[config.mk]
export PLATFORM = sky130hd
export DESIGN_NAME = phy_event_interrupt_mask
export DESIGN_NICKNAME = d
export VERILOG_FILES = /design/src/rtl/phy_event_pkg.sv /design/src/rtl/event_latch.sv /design/src/rtl/phy_event_interrupt_mask.sv
export SDC_FILE = /design/constraint.sdc
export NUM_CORES = 1
export LEC_CHECK = 0
export BUFFER_PORTS_ARGS = -buffer_cell sky130_fd_sc_hd__buf_4
export CELL_PAD_IN_SITES_DETAIL_PLACEMENT = 0
export CELL_PAD_IN_SITES_GLOBAL_PLACEMENT = 1
export CORE_ASPECT_RATIO = 0.5
export CORE_MARGIN = 2
export CORE_UTILIZATION = 35
export DETAILED_ROUTE_END_ITERATION = 8
export GPL_TIMING_DRIVEN = 0
export MAX_ROUTING_LAYER = met4
export PLACE_DENSITY = 0.67
export SETUP_SLACK_MARGIN = 0.3
export SKIP_LAST_GASP = 1
export SLEW_MARGIN = 10
export SYNTH_ARGS = -nofsm -noshare
export SYNTH_HDL_FRONTEND = slang
export SYNTH_HIERARCHICAL = 1
export SYNTH_SLANG_ARGS = --single-unit
export TNS_END_PERCENT = 100
[constraint.sdc]
create_clock -name mclk_i -period 6.1 [get_ports mclk_i]
set_input_delay 0 -clock mclk_i [delete_from_list [all_inputs] [get_ports mclk_i]]
set_output_delay 0 -clock mclk_i [all_outputs]
set_load 0.01 [all_outputs]
[src/rtl/phy_event_pkg.sv]
// package: register map, field layout and timing for the phy event block
package phy_event_pkg;
  // register offsets (16-bit registers, plain port addressing)
  localparam logic [7:0]  ENABLE_OFFSET    = 8'h10;
  localparam logic [7:0]  STATUS_OFFSET    = 8'h11;
  localparam logic [7:0]  CONFIG_OFFSET    = 8'h12;
  localparam logic [7:0]  HOSTMASK_OFFSET  = 8'h13;
  localparam logic [7:0]  HOSTSTAT_OFFSET  = 8'h14;
  // field positions
  localparam int          COLLISION_BIT    = 5;
  localparam int          RECOVERY_BIT     = 4;
  localparam int          REMOTE_JAB_BIT   = 3;
  localparam int          LOCAL_JAB_BIT    = 2;
  localparam int          PLCA_CHG_BIT     = 1;
  localparam int          LINK_CHG_BIT     = 0;
  localparam int          NUM_EVENTS       = 6;
  localparam int          COORD_BIT        = 0;
  // reset values
  localparam logic [5:0]  ENABLE_RESET     = 6'h00;
  localparam logic [5:0]  STATUS_RESET     = 6'h00;
  localparam logic        HOSTMASK_RESET   = 1'b0;
  // timing: line bit time 100 ns at 10 Mb/s
  localparam int          BIT_TIME_NS      = 100;
  localparam int          CLK_PERIOD_NS    = 8;
  localparam int          BIT_CYCLES       = BIT_TIME_NS / CLK_PERIOD_NS;
  localparam int          JABBER_BYTES     = 2000;
  localparam int          JABBER_CYCLES    = JABBER_BYTES * 8 * BIT_CYCLES;
  localparam int          FALSE_CRS_BT     = 256;
  localparam int          FALSE_CRS_CYCLES = FALSE_CRS_BT * BIT_CYCLES;
  localparam int          QUIET_BT         = 64;
  localparam int          QUIET_CYCLES     = QUIET_BT * BIT_CYCLES;
endpackage : phy_event_pkg

[src/rtl/event_latch.sv]
// file: one sticky event bit with read-clear and its enable gate
`timescale 1ns/10ps
`default_nettype none
module event_latch (
  input  wire logic mclk_i,
  input  wire logic rst_n_i,
  input  wire logic event_i,
  input  wire logic clear_i,
  input  wire logic enable_i,
  output var  logic latched_o,
  output var  logic request_o
);
  typedef struct packed {
    logic latched;
  } latch_state_t;

  latch_state_t state_ff;
  latch_state_t nxt_state;

  // set wins over the read clear so no event is lost
  always_comb begin
    nxt_state = state_ff;
    if (clear_i) begin
      nxt_state.latched = 1'b0;
    end
    if (event_i) begin
      nxt_state.latched = 1'b1;
    end
  end

  always_ff @(posedge mclk_i or negedge rst_n_i) begin
    if (!rst_n_i) begin
      state_ff <= '0;
    end else begin
      state_ff <= nxt_state;
    end
  end

  assign latched_o = state_ff.latched;
  assign request_o = state_ff.latched & enable_i;

  a_set_wins: assert property (@(posedge mclk_i) disable iff (!rst_n_i)
    event_i |=> latched_o)
    else $error("event lost in latch");
endmodule : event_latch
`default_nettype wire

[src/rtl/phy_event_interrupt_mask.sv]
// file: phy event enables, detectors, status latch and request output
//
// Implementation choices: the address map and the strobed register port.
`timescale 1ns/10ps
`default_nettype none
module phy_event_interrupt_mask #(
  parameter int JABBER_LIMIT = phy_event_pkg::JABBER_CYCLES,
  parameter int FALSE_CRS    = phy_event_pkg::FALSE_CRS_CYCLES,
  parameter int QUIET_TIME   = phy_event_pkg::QUIET_CYCLES
) (
  input  wire logic        mclk_i,
  input  wire logic        rst_n_i,
  input  wire logic [7:0]  addr_i,
  input  wire logic [15:0] wdata_i,
  input  wire logic        wr_i,
  input  wire logic        rd_i,
  output var  logic [15:0] rdata_o,
  input  wire logic        collision_i,
  input  wire logic        crs_i,
  input  wire logic        rx_packet_i,
  input  wire logic        line_active_i,
  input  wire logic        local_jabber_i,
  input  wire logic        plca_status_i,
  input  wire logic        link_status_i,
  input  wire logic        beacon_rx_i,
  output var  logic        beacon_tx_o,
  output var  logic        to_allowed_o,
  output var  logic        phy_event_request_o,
  output var  logic        irq_o
);
  // ---------------------------------------------------------------
  // state
  // ---------------------------------------------------------------
  typedef enum logic [3:0] {
    REC_IDLE   = 4'h1,
    REC_QUIET  = 4'h2,
    REC_WAIT_B = 4'h4,
    REC_BEACON = 4'h8
  } rec_state_t;

  typedef struct packed {
    logic [5:0]  enable;
    logic        coordinator;
    logic        host_mask;
    logic        host_stat;
    logic [15:0] rdata;
    logic [31:0] jab_cnt;
    logic [31:0] crs_cnt;
    logic [31:0] quiet_cnt;
    logic        crs_prev;
    logic        plca_prev;
    logic        link_prev;
    logic        rec_event;
    logic        jab_event;
    logic        jab_seen;
    rec_state_t  rec;
    logic        beacon_tx;
    logic        to_allowed;
    logic        request;
    logic        irq;
  } top_state_t;

  top_state_t   state_ff;
  top_state_t   nxt_state;
  logic [5:0]   events;
  logic [5:0]   latched;
  logic [5:0]   gated;
  logic         status_rd;
  logic         hoststat_wr1;

  assign status_rd = rd_i && (addr_i == phy_event_pkg::STATUS_OFFSET);
  assign hoststat_wr1 = wr_i && (addr_i == phy_event_pkg::HOSTSTAT_OFFSET)
                        && wdata_i[0];

  // ---------------------------------------------------------------
  // event sources
  // ---------------------------------------------------------------
  // event sources; collision and local jabber pass through as levels, the other four are one-cycle pulses
  always_comb begin
    events = '0;
    events[phy_event_pkg::COLLISION_BIT]  = collision_i;
    events[phy_event_pkg::RECOVERY_BIT]   = state_ff.rec_event;
    events[phy_event_pkg::REMOTE_JAB_BIT] = state_ff.jab_event;
    events[phy_event_pkg::LOCAL_JAB_BIT]  = local_jabber_i;
    events[phy_event_pkg::PLCA_CHG_BIT]   =
      plca_status_i ^ state_ff.plca_prev;
    events[phy_event_pkg::LINK_CHG_BIT]   =
      link_status_i ^ state_ff.link_prev;
  end

  // one sticky latch per source, all sharing the read-clear strobe
  for (genvar g = 0; g < phy_event_pkg::NUM_EVENTS; g++) begin : g_lat
    event_latch u_latch (
      .mclk_i    (mclk_i),
      .rst_n_i   (rst_n_i),
      .event_i   (events[g]),
      .clear_i   (status_rd),
      .enable_i  (state_ff.enable[g]),
      .latched_o (latched[g]),
      .request_o (gated[g])
    );
  end

  // ---------------------------------------------------------------
  // next state
  // ---------------------------------------------------------------
  always_comb begin
    nxt_state = state_ff;
    nxt_state.crs_prev  = crs_i;
    nxt_state.plca_prev = plca_status_i;
    nxt_state.link_prev = link_status_i;
    nxt_state.rec_event = 1'b0;
    nxt_state.jab_event = 1'b0;
    nxt_state.beacon_tx = 1'b0;

    // remote jabber: one event per over-long burst on the line
    if (line_active_i) begin
      if (state_ff.jab_cnt < 32'(JABBER_LIMIT)) begin
        nxt_state.jab_cnt = state_ff.jab_cnt + 32'h1;
      end else if (!state_ff.jab_seen) begin
        nxt_state.jab_event = 1'b1;
        nxt_state.jab_seen  = 1'b1;
      end
    end else begin
      nxt_state.jab_cnt  = '0;
      nxt_state.jab_seen = 1'b0;
    end

    // false carrier: carrier seen but no packet before the timeout
    if (crs_i && !state_ff.crs_prev) begin
      nxt_state.crs_cnt = 32'h1;
    end else if (rx_packet_i) begin
      nxt_state.crs_cnt = '0;
    end else if (state_ff.crs_cnt != '0) begin
      if (state_ff.crs_cnt >= 32'(FALSE_CRS)) begin
        nxt_state.crs_cnt   = '0;
        nxt_state.rec_event = 1'b1;
      end else begin
        nxt_state.crs_cnt = state_ff.crs_cnt + 32'h1;
      end
    end

    // recovery sequencing by role
    case (state_ff.rec)
      REC_IDLE: begin
        nxt_state.to_allowed = 1'b1;
        if (state_ff.rec_event) begin
          nxt_state.to_allowed = 1'b0;
          nxt_state.quiet_cnt  = '0;
          nxt_state.rec = state_ff.coordinator ? REC_QUIET : REC_WAIT_B;
        end
      end
      REC_QUIET: begin
        // any activity restarts the quiet window
        if (line_active_i) begin
          nxt_state.quiet_cnt = '0;
        end else if (state_ff.quiet_cnt >= 32'(QUIET_TIME - 1)) begin
          nxt_state.rec = REC_BEACON;
        end else begin
          nxt_state.quiet_cnt = state_ff.quiet_cnt + 32'h1;
        end
      end
      REC_BEACON: begin
        nxt_state.beacon_tx = 1'b1;
        nxt_state.rec = REC_IDLE;
      end
      REC_WAIT_B: begin
        if (beacon_rx_i) begin
          nxt_state.rec = REC_IDLE;
        end
      end
      default: nxt_state.rec = REC_IDLE;
    endcase

    // register writes; the six enable bits, the coordinator bit and the host mask are stored
    if (wr_i) begin
      case (addr_i)
        phy_event_pkg::ENABLE_OFFSET:
          nxt_state.enable = wdata_i[5:0];
        phy_event_pkg::CONFIG_OFFSET:
          nxt_state.coordinator = wdata_i[phy_event_pkg::COORD_BIT];
        phy_event_pkg::HOSTMASK_OFFSET:
          nxt_state.host_mask = wdata_i[0];
        default: ;
      endcase
    end

    // separate request acknowledged by reading its own status
    nxt_state.request = |(gated & ~(status_rd ? latched & ~events : 6'h00))
                        | |(state_ff.enable & events);

    // host-side sticky bit for the request rising; set beats clear
    if (hoststat_wr1) begin
      nxt_state.host_stat = 1'b0;
    end
    if (nxt_state.request && !state_ff.request) begin
      nxt_state.host_stat = 1'b1;
    end
    nxt_state.irq = nxt_state.host_stat & state_ff.host_mask;

    // read data, one cycle after the strobe; unmapped reads zero
    nxt_state.rdata = '0;
    if (rd_i) begin
      case (addr_i)
        phy_event_pkg::ENABLE_OFFSET:
          nxt_state.rdata = {10'h000, state_ff.enable};
        phy_event_pkg::STATUS_OFFSET:
          nxt_state.rdata = {10'h000, latched};
        phy_event_pkg::CONFIG_OFFSET:
          nxt_state.rdata = {15'h0000, state_ff.coordinator};
        phy_event_pkg::HOSTMASK_OFFSET:
          nxt_state.rdata = {15'h0000, state_ff.host_mask};
        phy_event_pkg::HOSTSTAT_OFFSET:
          nxt_state.rdata = {15'h0000, state_ff.host_stat};
        default: nxt_state.rdata = '0;
      endcase
    end
  end

  // ---------------------------------------------------------------
  // registers
  // ---------------------------------------------------------------
  always_ff @(posedge mclk_i or negedge rst_n_i) begin
    if (!rst_n_i) begin
      state_ff            <= '0;
      state_ff.enable     <= phy_event_pkg::ENABLE_RESET;
      state_ff.host_mask  <= phy_event_pkg::HOSTMASK_RESET;
      state_ff.rec        <= REC_IDLE;
    end else begin
      state_ff <= nxt_state;
    end
  end

  assign rdata_o             = state_ff.rdata;
  assign beacon_tx_o         = state_ff.beacon_tx;
  assign to_allowed_o        = state_ff.to_allowed;
  assign phy_event_request_o = state_ff.request;
  assign irq_o               = state_ff.irq;

  // ---------------------------------------------------------------
  // checks
  // ---------------------------------------------------------------
  a_collision_req: assert property (@(posedge mclk_i) disable iff (!rst_n_i)
    collision_i && state_ff.enable[phy_event_pkg::COLLISION_BIT]
    |=> phy_event_request_o)
    else $error("collision did not raise request");
  a_recovery_req: assert property (@(posedge mclk_i) disable iff (!rst_n_i)
    state_ff.rec_event && state_ff.enable[phy_event_pkg::RECOVERY_BIT]
    |=> phy_event_request_o)
    else $error("recovery did not raise request");
  a_false_crs: assert property (@(posedge mclk_i) disable iff (!rst_n_i)
    state_ff.rec_event |-> $past(state_ff.crs_cnt) != '0)
    else $error("recovery without pending carrier");
  a_beacon_quiet: assert property (@(posedge mclk_i) disable iff (!rst_n_i)
    beacon_tx_o |-> state_ff.coordinator && !$past(line_active_i))
    else $error("beacon sent without quiet line");
  a_follower_wait: assert property (@(posedge mclk_i) disable iff (!rst_n_i)
    state_ff.rec == REC_WAIT_B && !beacon_rx_i |=> !to_allowed_o)
    else $error("opportunity taken before beacon");
  a_jabber_req: assert property (@(posedge mclk_i) disable iff (!rst_n_i)
    state_ff.jab_event && state_ff.enable[phy_event_pkg::REMOTE_JAB_BIT]
    |=> phy_event_request_o)
    else $error("remote jabber did not raise request");
  a_jabber_len: assert property (@(posedge mclk_i) disable iff (!rst_n_i)
    state_ff.jab_event |-> state_ff.jab_cnt == 32'(JABBER_LIMIT))
    else $error("remote jabber flagged early");
  a_local_req: assert property (@(posedge mclk_i) disable iff (!rst_n_i)
    local_jabber_i && state_ff.enable[phy_event_pkg::LOCAL_JAB_BIT]
    |=> phy_event_request_o)
    else $error("local jabber did not raise request");
  a_plca_req: assert property (@(posedge mclk_i) disable iff (!rst_n_i)
    $changed(plca_status_i) && state_ff.enable[phy_event_pkg::PLCA_CHG_BIT]
    |=> phy_event_request_o)
    else $error("plca change did not raise request");
  a_link_req: assert property (@(posedge mclk_i) disable iff (!rst_n_i)
    $changed(link_status_i) && state_ff.enable[phy_event_pkg::LINK_CHG_BIT]
    |=> phy_event_request_o)
    else $error("link change did not raise request");
  a_enable_read: assert property (@(posedge mclk_i) disable iff (!rst_n_i)
    rd_i && addr_i == phy_event_pkg::ENABLE_OFFSET |=> rdata_o[15:6] == 10'h000)
    else $error("unused enable bits not zero");
  a_req_masked: assert property (@(posedge mclk_i) disable iff (!rst_n_i)
    phy_event_request_o |-> |($past(latched | events) & $past(state_ff.enable)))
    else $error("request without enabled latched source");
  // a quiet status read must leave every sticky bit clear
  a_status_clear: assert property (@(posedge mclk_i) disable iff (!rst_n_i)
    status_rd && events == 6'h00 |=> latched == 6'h00)
    else $error("status bits survived a read");
  // the acknowledge read drops the request when nothing new arrived
  a_req_drop: assert property (@(posedge mclk_i) disable iff (!rst_n_i)
    status_rd && events == 6'h00 |=> !phy_event_request_o)
    else $error("request held after acknowledge");
  // the host flag only reaches its pin through its own mask
  a_irq_masked: assert property (@(posedge mclk_i) disable iff (!rst_n_i)
    irq_o |-> $past(state_ff.host_mask))
    else $error("host interrupt while masked");
  // the host flag stays until its own write-one acknowledge
  a_host_hold: assert property (@(posedge mclk_i) disable iff (!rst_n_i)
    state_ff.host_stat && !hoststat_wr1 |=> state_ff.host_stat)
    else $error("host flag lost without acknowledge");
  // read data stand for one cycle only, zero otherwise
  a_rdata_idle: assert property (@(posedge mclk_i) disable iff (!rst_n_i)
    !rd_i |=> rdata_o == 16'h0000)
    else $error("read data outside read cycle");
endmodule : phy_event_interrupt_mask
`default_nettype wire

Word level (Yosys, flattened, before mapping)

Cells that the tools add are included.

Add/subtract/negate cells: 3
$lt $le $gt $ge: 3
Equality and inequality tests: 16
Muxes and demuxes: 38
Bitwise operators: 15
Reduce and logical (&&, ||, !) cells: 23

Operators by type and width:

| cell                                                                 | count |
|---|---|
| two-way mux 32 bit                                                   | 9 |
| adder 32 x 1 -> 32 bit (second input constant)                       | 3 |
| one-hot mux 32 bit (2 select lines)                                  | 1 |
| equality test 8 x 5 -> 1 bit (second input constant)                 | 5 |
| greater-or-equal comparator 32 x 10 -> 1 bit (second input constant) | 1 |
| greater-or-equal comparator 32 x 12 -> 1 bit (second input constant) | 1 |
| < comparator 32 x 18 -> 1 bit (second input constant)                | 1 |
| nonzero test 32 bit                                                  | 1 |
| one-hot mux 6 bit (5 select lines)                                   | 1 |
| AND 6 bit                                                            | 3 |
| two-way mux 1 bit                                                    | 17 |
| two-way mux 4 bit                                                    | 4 |
| nonzero test 2 bit                                                   | 7 |
| two-way mux 6 bit                                                    | 2 |
| NOT 6 bit                                                            | 2 |
| one-hot mux 4 bit (3 select lines)                                   | 1 |
| OR reduction 6 bit                                                   | 2 |
| != test 2 bit (second input constant)                                | 5 |
| AND 1 bit                                                            | 7 |
| AND reduction 2 bit                                                  | 3 |
| logical AND 1 bit                                                    | 5 |
| equality test 4 x 1 -> 1 bit (second input constant)                 | 1 |
| equality test 4 x 2 -> 1 bit (second input constant)                 | 1 |
| equality test 4 x 3 -> 1 bit (second input constant)                 | 1 |
| 11 further kinds                                                     | 14 |

Flip-flop bits (word level): 141
Input bits: 36
Output and inout bits: 20
Logic and storage cells: 123

Longest topological paths before layout

Word-level depth: 11
Depth in mapped cells: 8
Depth with buffers taken out: 8

Hierarchy

Netlist, hierarchy kept.

By module, submodules not included:

| module                   | times used | cells an instance | area an instance (um2) | sequential area each (um2) |
|---|---|---|---|---|
| phy_event_interrupt_mask | 1          | 484               | 5,413.9                | 3,129.3 |
| event_latch              | 6          | 4                 | 42.5                   | 25.0 |

Least setup slack after synthesis

No wires, ideal clock.

Path type: register -> register
From: register state_ff[7] in the netlist's numbering
To: register state_ff[37] in the netlist's numbering
Setup time: 0.119 ns
Arrival: 1.874 ns
Required time: 5.981 ns
Setup slack: 4.107 ns
Stages on the path, launching flop included: 7
Buffers on the path: 2
Period minus slack after synthesis: 1.993 ns
Cell sequence: dfrtp_1 or4b_1 clkbuf_1 nor4_1 and2b_4 clkbuf_1 and2_1

Cells in the longest elaborated chain, start to end: 3
Elaborated cells between the ends (all ways): 7
Those cells by class: 4 x eq/ne; 1 x mux; 2 x reduce/logical

RTL lines:

| item                                                                         | RTL line                        | text |
|---|---|---|
| start: declaration                                                           | phy_event_interrupt_mask.sv:63  | `top_state_t state_ff;` |
| start signal: assignment                                                     | phy_event_interrupt_mask.sv:230 | `state_ff <= nxt_state;` |
| equality test 4 x 2 -> 1 bit or equality test 4 x 1 -> 1 bit (tied branches) | phy_event_interrupt_mask.sv:144 | `case (state_ff.rec)` |
| != test 3 bit (no source line), or another cell as far along                 | -                               |  |
| AND reduction 3 bit (no source line)                                         | -                               |  |

Several ways; a longest one is shown, not always the timed one.
A chain may end at the register's enable or synchronous reset.

Final worst setup path

From: register state_ff[108] in the netlist's numbering
To: register state_ff[91] in the netlist's numbering

Cells in the longest elaborated chain, start to end: 2

RTL lines:

| item                                    | RTL line                        | text |
|---|---|---|
| < comparator 32 x 18 -> 1 bit           | phy_event_interrupt_mask.sv:118 | `if (state_ff.jab_cnt < 32'(JABBER_LIMIT)) begin` |
| != test 2 x 1 -> 1 bit (no source line) | -                               |  |

Every way passes these cells.

==> results.cfg <==
[run_status]
status = finished clean

[setup_path]
cp.arrival_ns = 2.81
reg2reg_to = state_ff[91]
path_max_fanout = 6
ff2ff_path_depth = 6
cp.required_ns = 6.40
r2r-start = state_ff[108]
worst_setup_path_start_kind = register
critical_path_class = reg -> reg
crit_start = state_ff[108]
ff2ff_setup_slack_ns = 3.58
crit_path_end_kind = register

[clock_tree]
path_clk_slew_ns = 0.06
numClockSinks = 131
clk-insertion-delay-late_ns = 0.41
cts_inserted_buffers = 17
postCtsSetupBuffers = 0
cts_max_level = 4
root_buffer = clkbuf_16
clockBufferDepth = 2
cts_tree = built

[synthesis]
synth_area_leaders = dfrtp_1 (57%), and2_1 (6.7%), nand2_1 (2.6%), xnor2_1 (2.5%), nor4_1 (2.2%)
syn_area_per_cell_um2 = 11.2
ys_seq_area_frac = 0.578
synth_seq_cells = 131
synth_ff_type = dfrtp_1
synthCells = 508
yosys_warnings = 6
synth_area_um2 = 5670
synth_async_sr_flop_share = 1.00
synth_cell_type_count = 58
synth_top_area_frac = 0.574
synth_edf_count = 0
synth_top_area_cell = dfrtp_1

[sta]
hold_violations = 0
fmax_mhz = 397
fin_crit_sh = 0.413
rsz0062_at_grt = false
drv_slew = 0
fin_skew_ns = 0.00750
worst_slew_pin_slew_ns = 0.915
maxSlewHeadroom = 0.381
setup_tns_ns = 0
setup-violations-final = 0
layout_min_cycle_time_ns = 2.52

[place]
gp_congestion = 0.757
dp_hpwl_um = 7220
port-buffer-count = 34

[routing]
maxUsedRoutingLayer = met4
dr_wl_met3_um = 269
initialDrtViolationCount = 267
totalWireLength_um = 10800
ant_nets = 0
wl_met1_um = 5690
drc = 0
vias = 3810
wl_met2_um = 4730
drt-wirelength-per-cell_um = 13.0
drt-pass1-iter-count = 4
vias_per_cell = 4.61

[global_routing]
grt_start_max_net_pins = 69
grt_use_total = 0.146
antenna_found_initial = 0
first_global_vias = 3898
grt_pass1_wl_um = 19200
overflow = 0

[final_layout]
final_layout_size_suffix_gt1_frac = 0.170
finalNetCount = 650
mostFrequentLayoutCells = dfrtp_1 (130), and2_1 (61), buf_4 (49)
area_growth_pct = 25.2
final_util = 0.454
diodes = 0
final_common_cell = dfrtp_1

[min_path]
hold_start = addr_i[1]
hold_path_depth = 5
min_to = state_ff[126]
hp-class = in -> reg

[power]
powerDensity_nw_per_um2 = 285
peakVddDrop_uv = 179
leakage_nw = 3.25

[die]
core_um2 = 15600
fp.dieArea_um2 = 17300
die_h_um = 94.0
rows = 32
die_w_um = 184
initial_core_util = 0.363
num_io_pins = 56

[job]
maxCapViolCount = 0
-- worst max-delay path, cell delays in order (launching register included) --
cell and delay [ns]:
dfrtp_1 0.37, nor4_1 0.34, nand4_1 0.31, nor4b_1 0.88
nand2_1 0.20, xnor2_1 0.16, and2_1 0.15
-- logic make-up (layout without fill, tap and decap cells) --
kind of cell,after synthesis,in the layout,share of synthesized area
simple gates,230,230,0.232
flops,131,131,0.578
compound gates,58,58,0.0715
buf+inv,45,131,0.0419
xor+xnor,27,27,0.0417
mux,12,12,0.0252
fa+ha+maj,4,4,0.00883
other cells,1,30,0.000661
-- flip-flops by register name, indices dropped and copies added (netlist names) --
signal and flops:
beacon_tx_o 1, events 2, g_lat.u_latch/latched_o 6, irq_o 1, phy_event_request_o 1, rdata_o 6
state_ff 113, to_allowed_o 1
-- through the flow --
stage / setup slack (ns) / power (mW) / std cells / hold slack, ns / instance area, um2
6_report: 3.58 / 2.02 / 827 / 0.0241 / 7100
5_1_grt: 3.25 / 2.11 / 827 / 0.0318 / 7100
4_1_cts: 3.48 / 2.05 / 827 / 0.0121 / 7100
3_5_place_dp: 3.52 / 1.03 / 776 / 0.0317 / 6320
3_3_place_gp: 3.57 / 1.03 / 775 / 0.121 / 6290
2_1_floorplan: 4.11 / 0.975 / 537 / -0.296 / 5780
-- routing by layer --
layer | up-vias | GRT usage
met4 | 0 | 0.0520
met3 | 4 | 0.0376
li1 | 1919 | -
met5 | - | -
met1 | 1845 | 0.199
met2 | 42 | 0.212
-- where the power goes --
part           internal [mW]  total (mW)  switching, mW  leakage [nW]
clock network          0.579       0.996          0.417         0.279
logic                 0.0537       0.120         0.0662          1.24
registers              0.890       0.905         0.0153          1.73
total                   1.52        2.02          0.498          3.25
-- synth_stat cells (4+ instances only) --
library cell and instances:
buf_4 16, xnor2_1 16, and3_1 7, and2_1 61, o21ai_0 15, ha_1 4, a21o_1 6, xor2_1 11
nor2_1 33, mux2_2 8, nor3_1 6, nand4_1 6, inv_1 18, nand3_1 22, nand2_1 39, nor4_1 20
nor2b_1 4, dfrtp_1 130, a21oi_1 8, clkbuf_1 8, nand2b_1 8
-- worst max path at each step --
stage,end
3_3_place_gp,state_ff[91]
6_report,state_ff[91]
5_1_grt,state_ff[89]
2_1_floorplan,state_ff[37]
3_5_place_dp,state_ff[93]
4_1_cts,state_ff[91]
-- layout make-up --
cell class	instances	area (um2)
clock inverters	15	161
inverters	18	67.6
plain buffers	27	170
clock buffers	17	425
flip-flops and latches	131	3280
well taps	204	255
multi-input cells	361	2260
repair buffers	54	477
fillers	1452	8520
-- repair_timing --
| action | 4_1_cts | 5_1_grt |
|---|---|---|
| hold endpoints to repair | 89 | 0 |
| hold buffers | 19 | 0 |
| gates resized for setup | 0 | 0 |
Note: power is estimated with default switching activity, not from simulation.
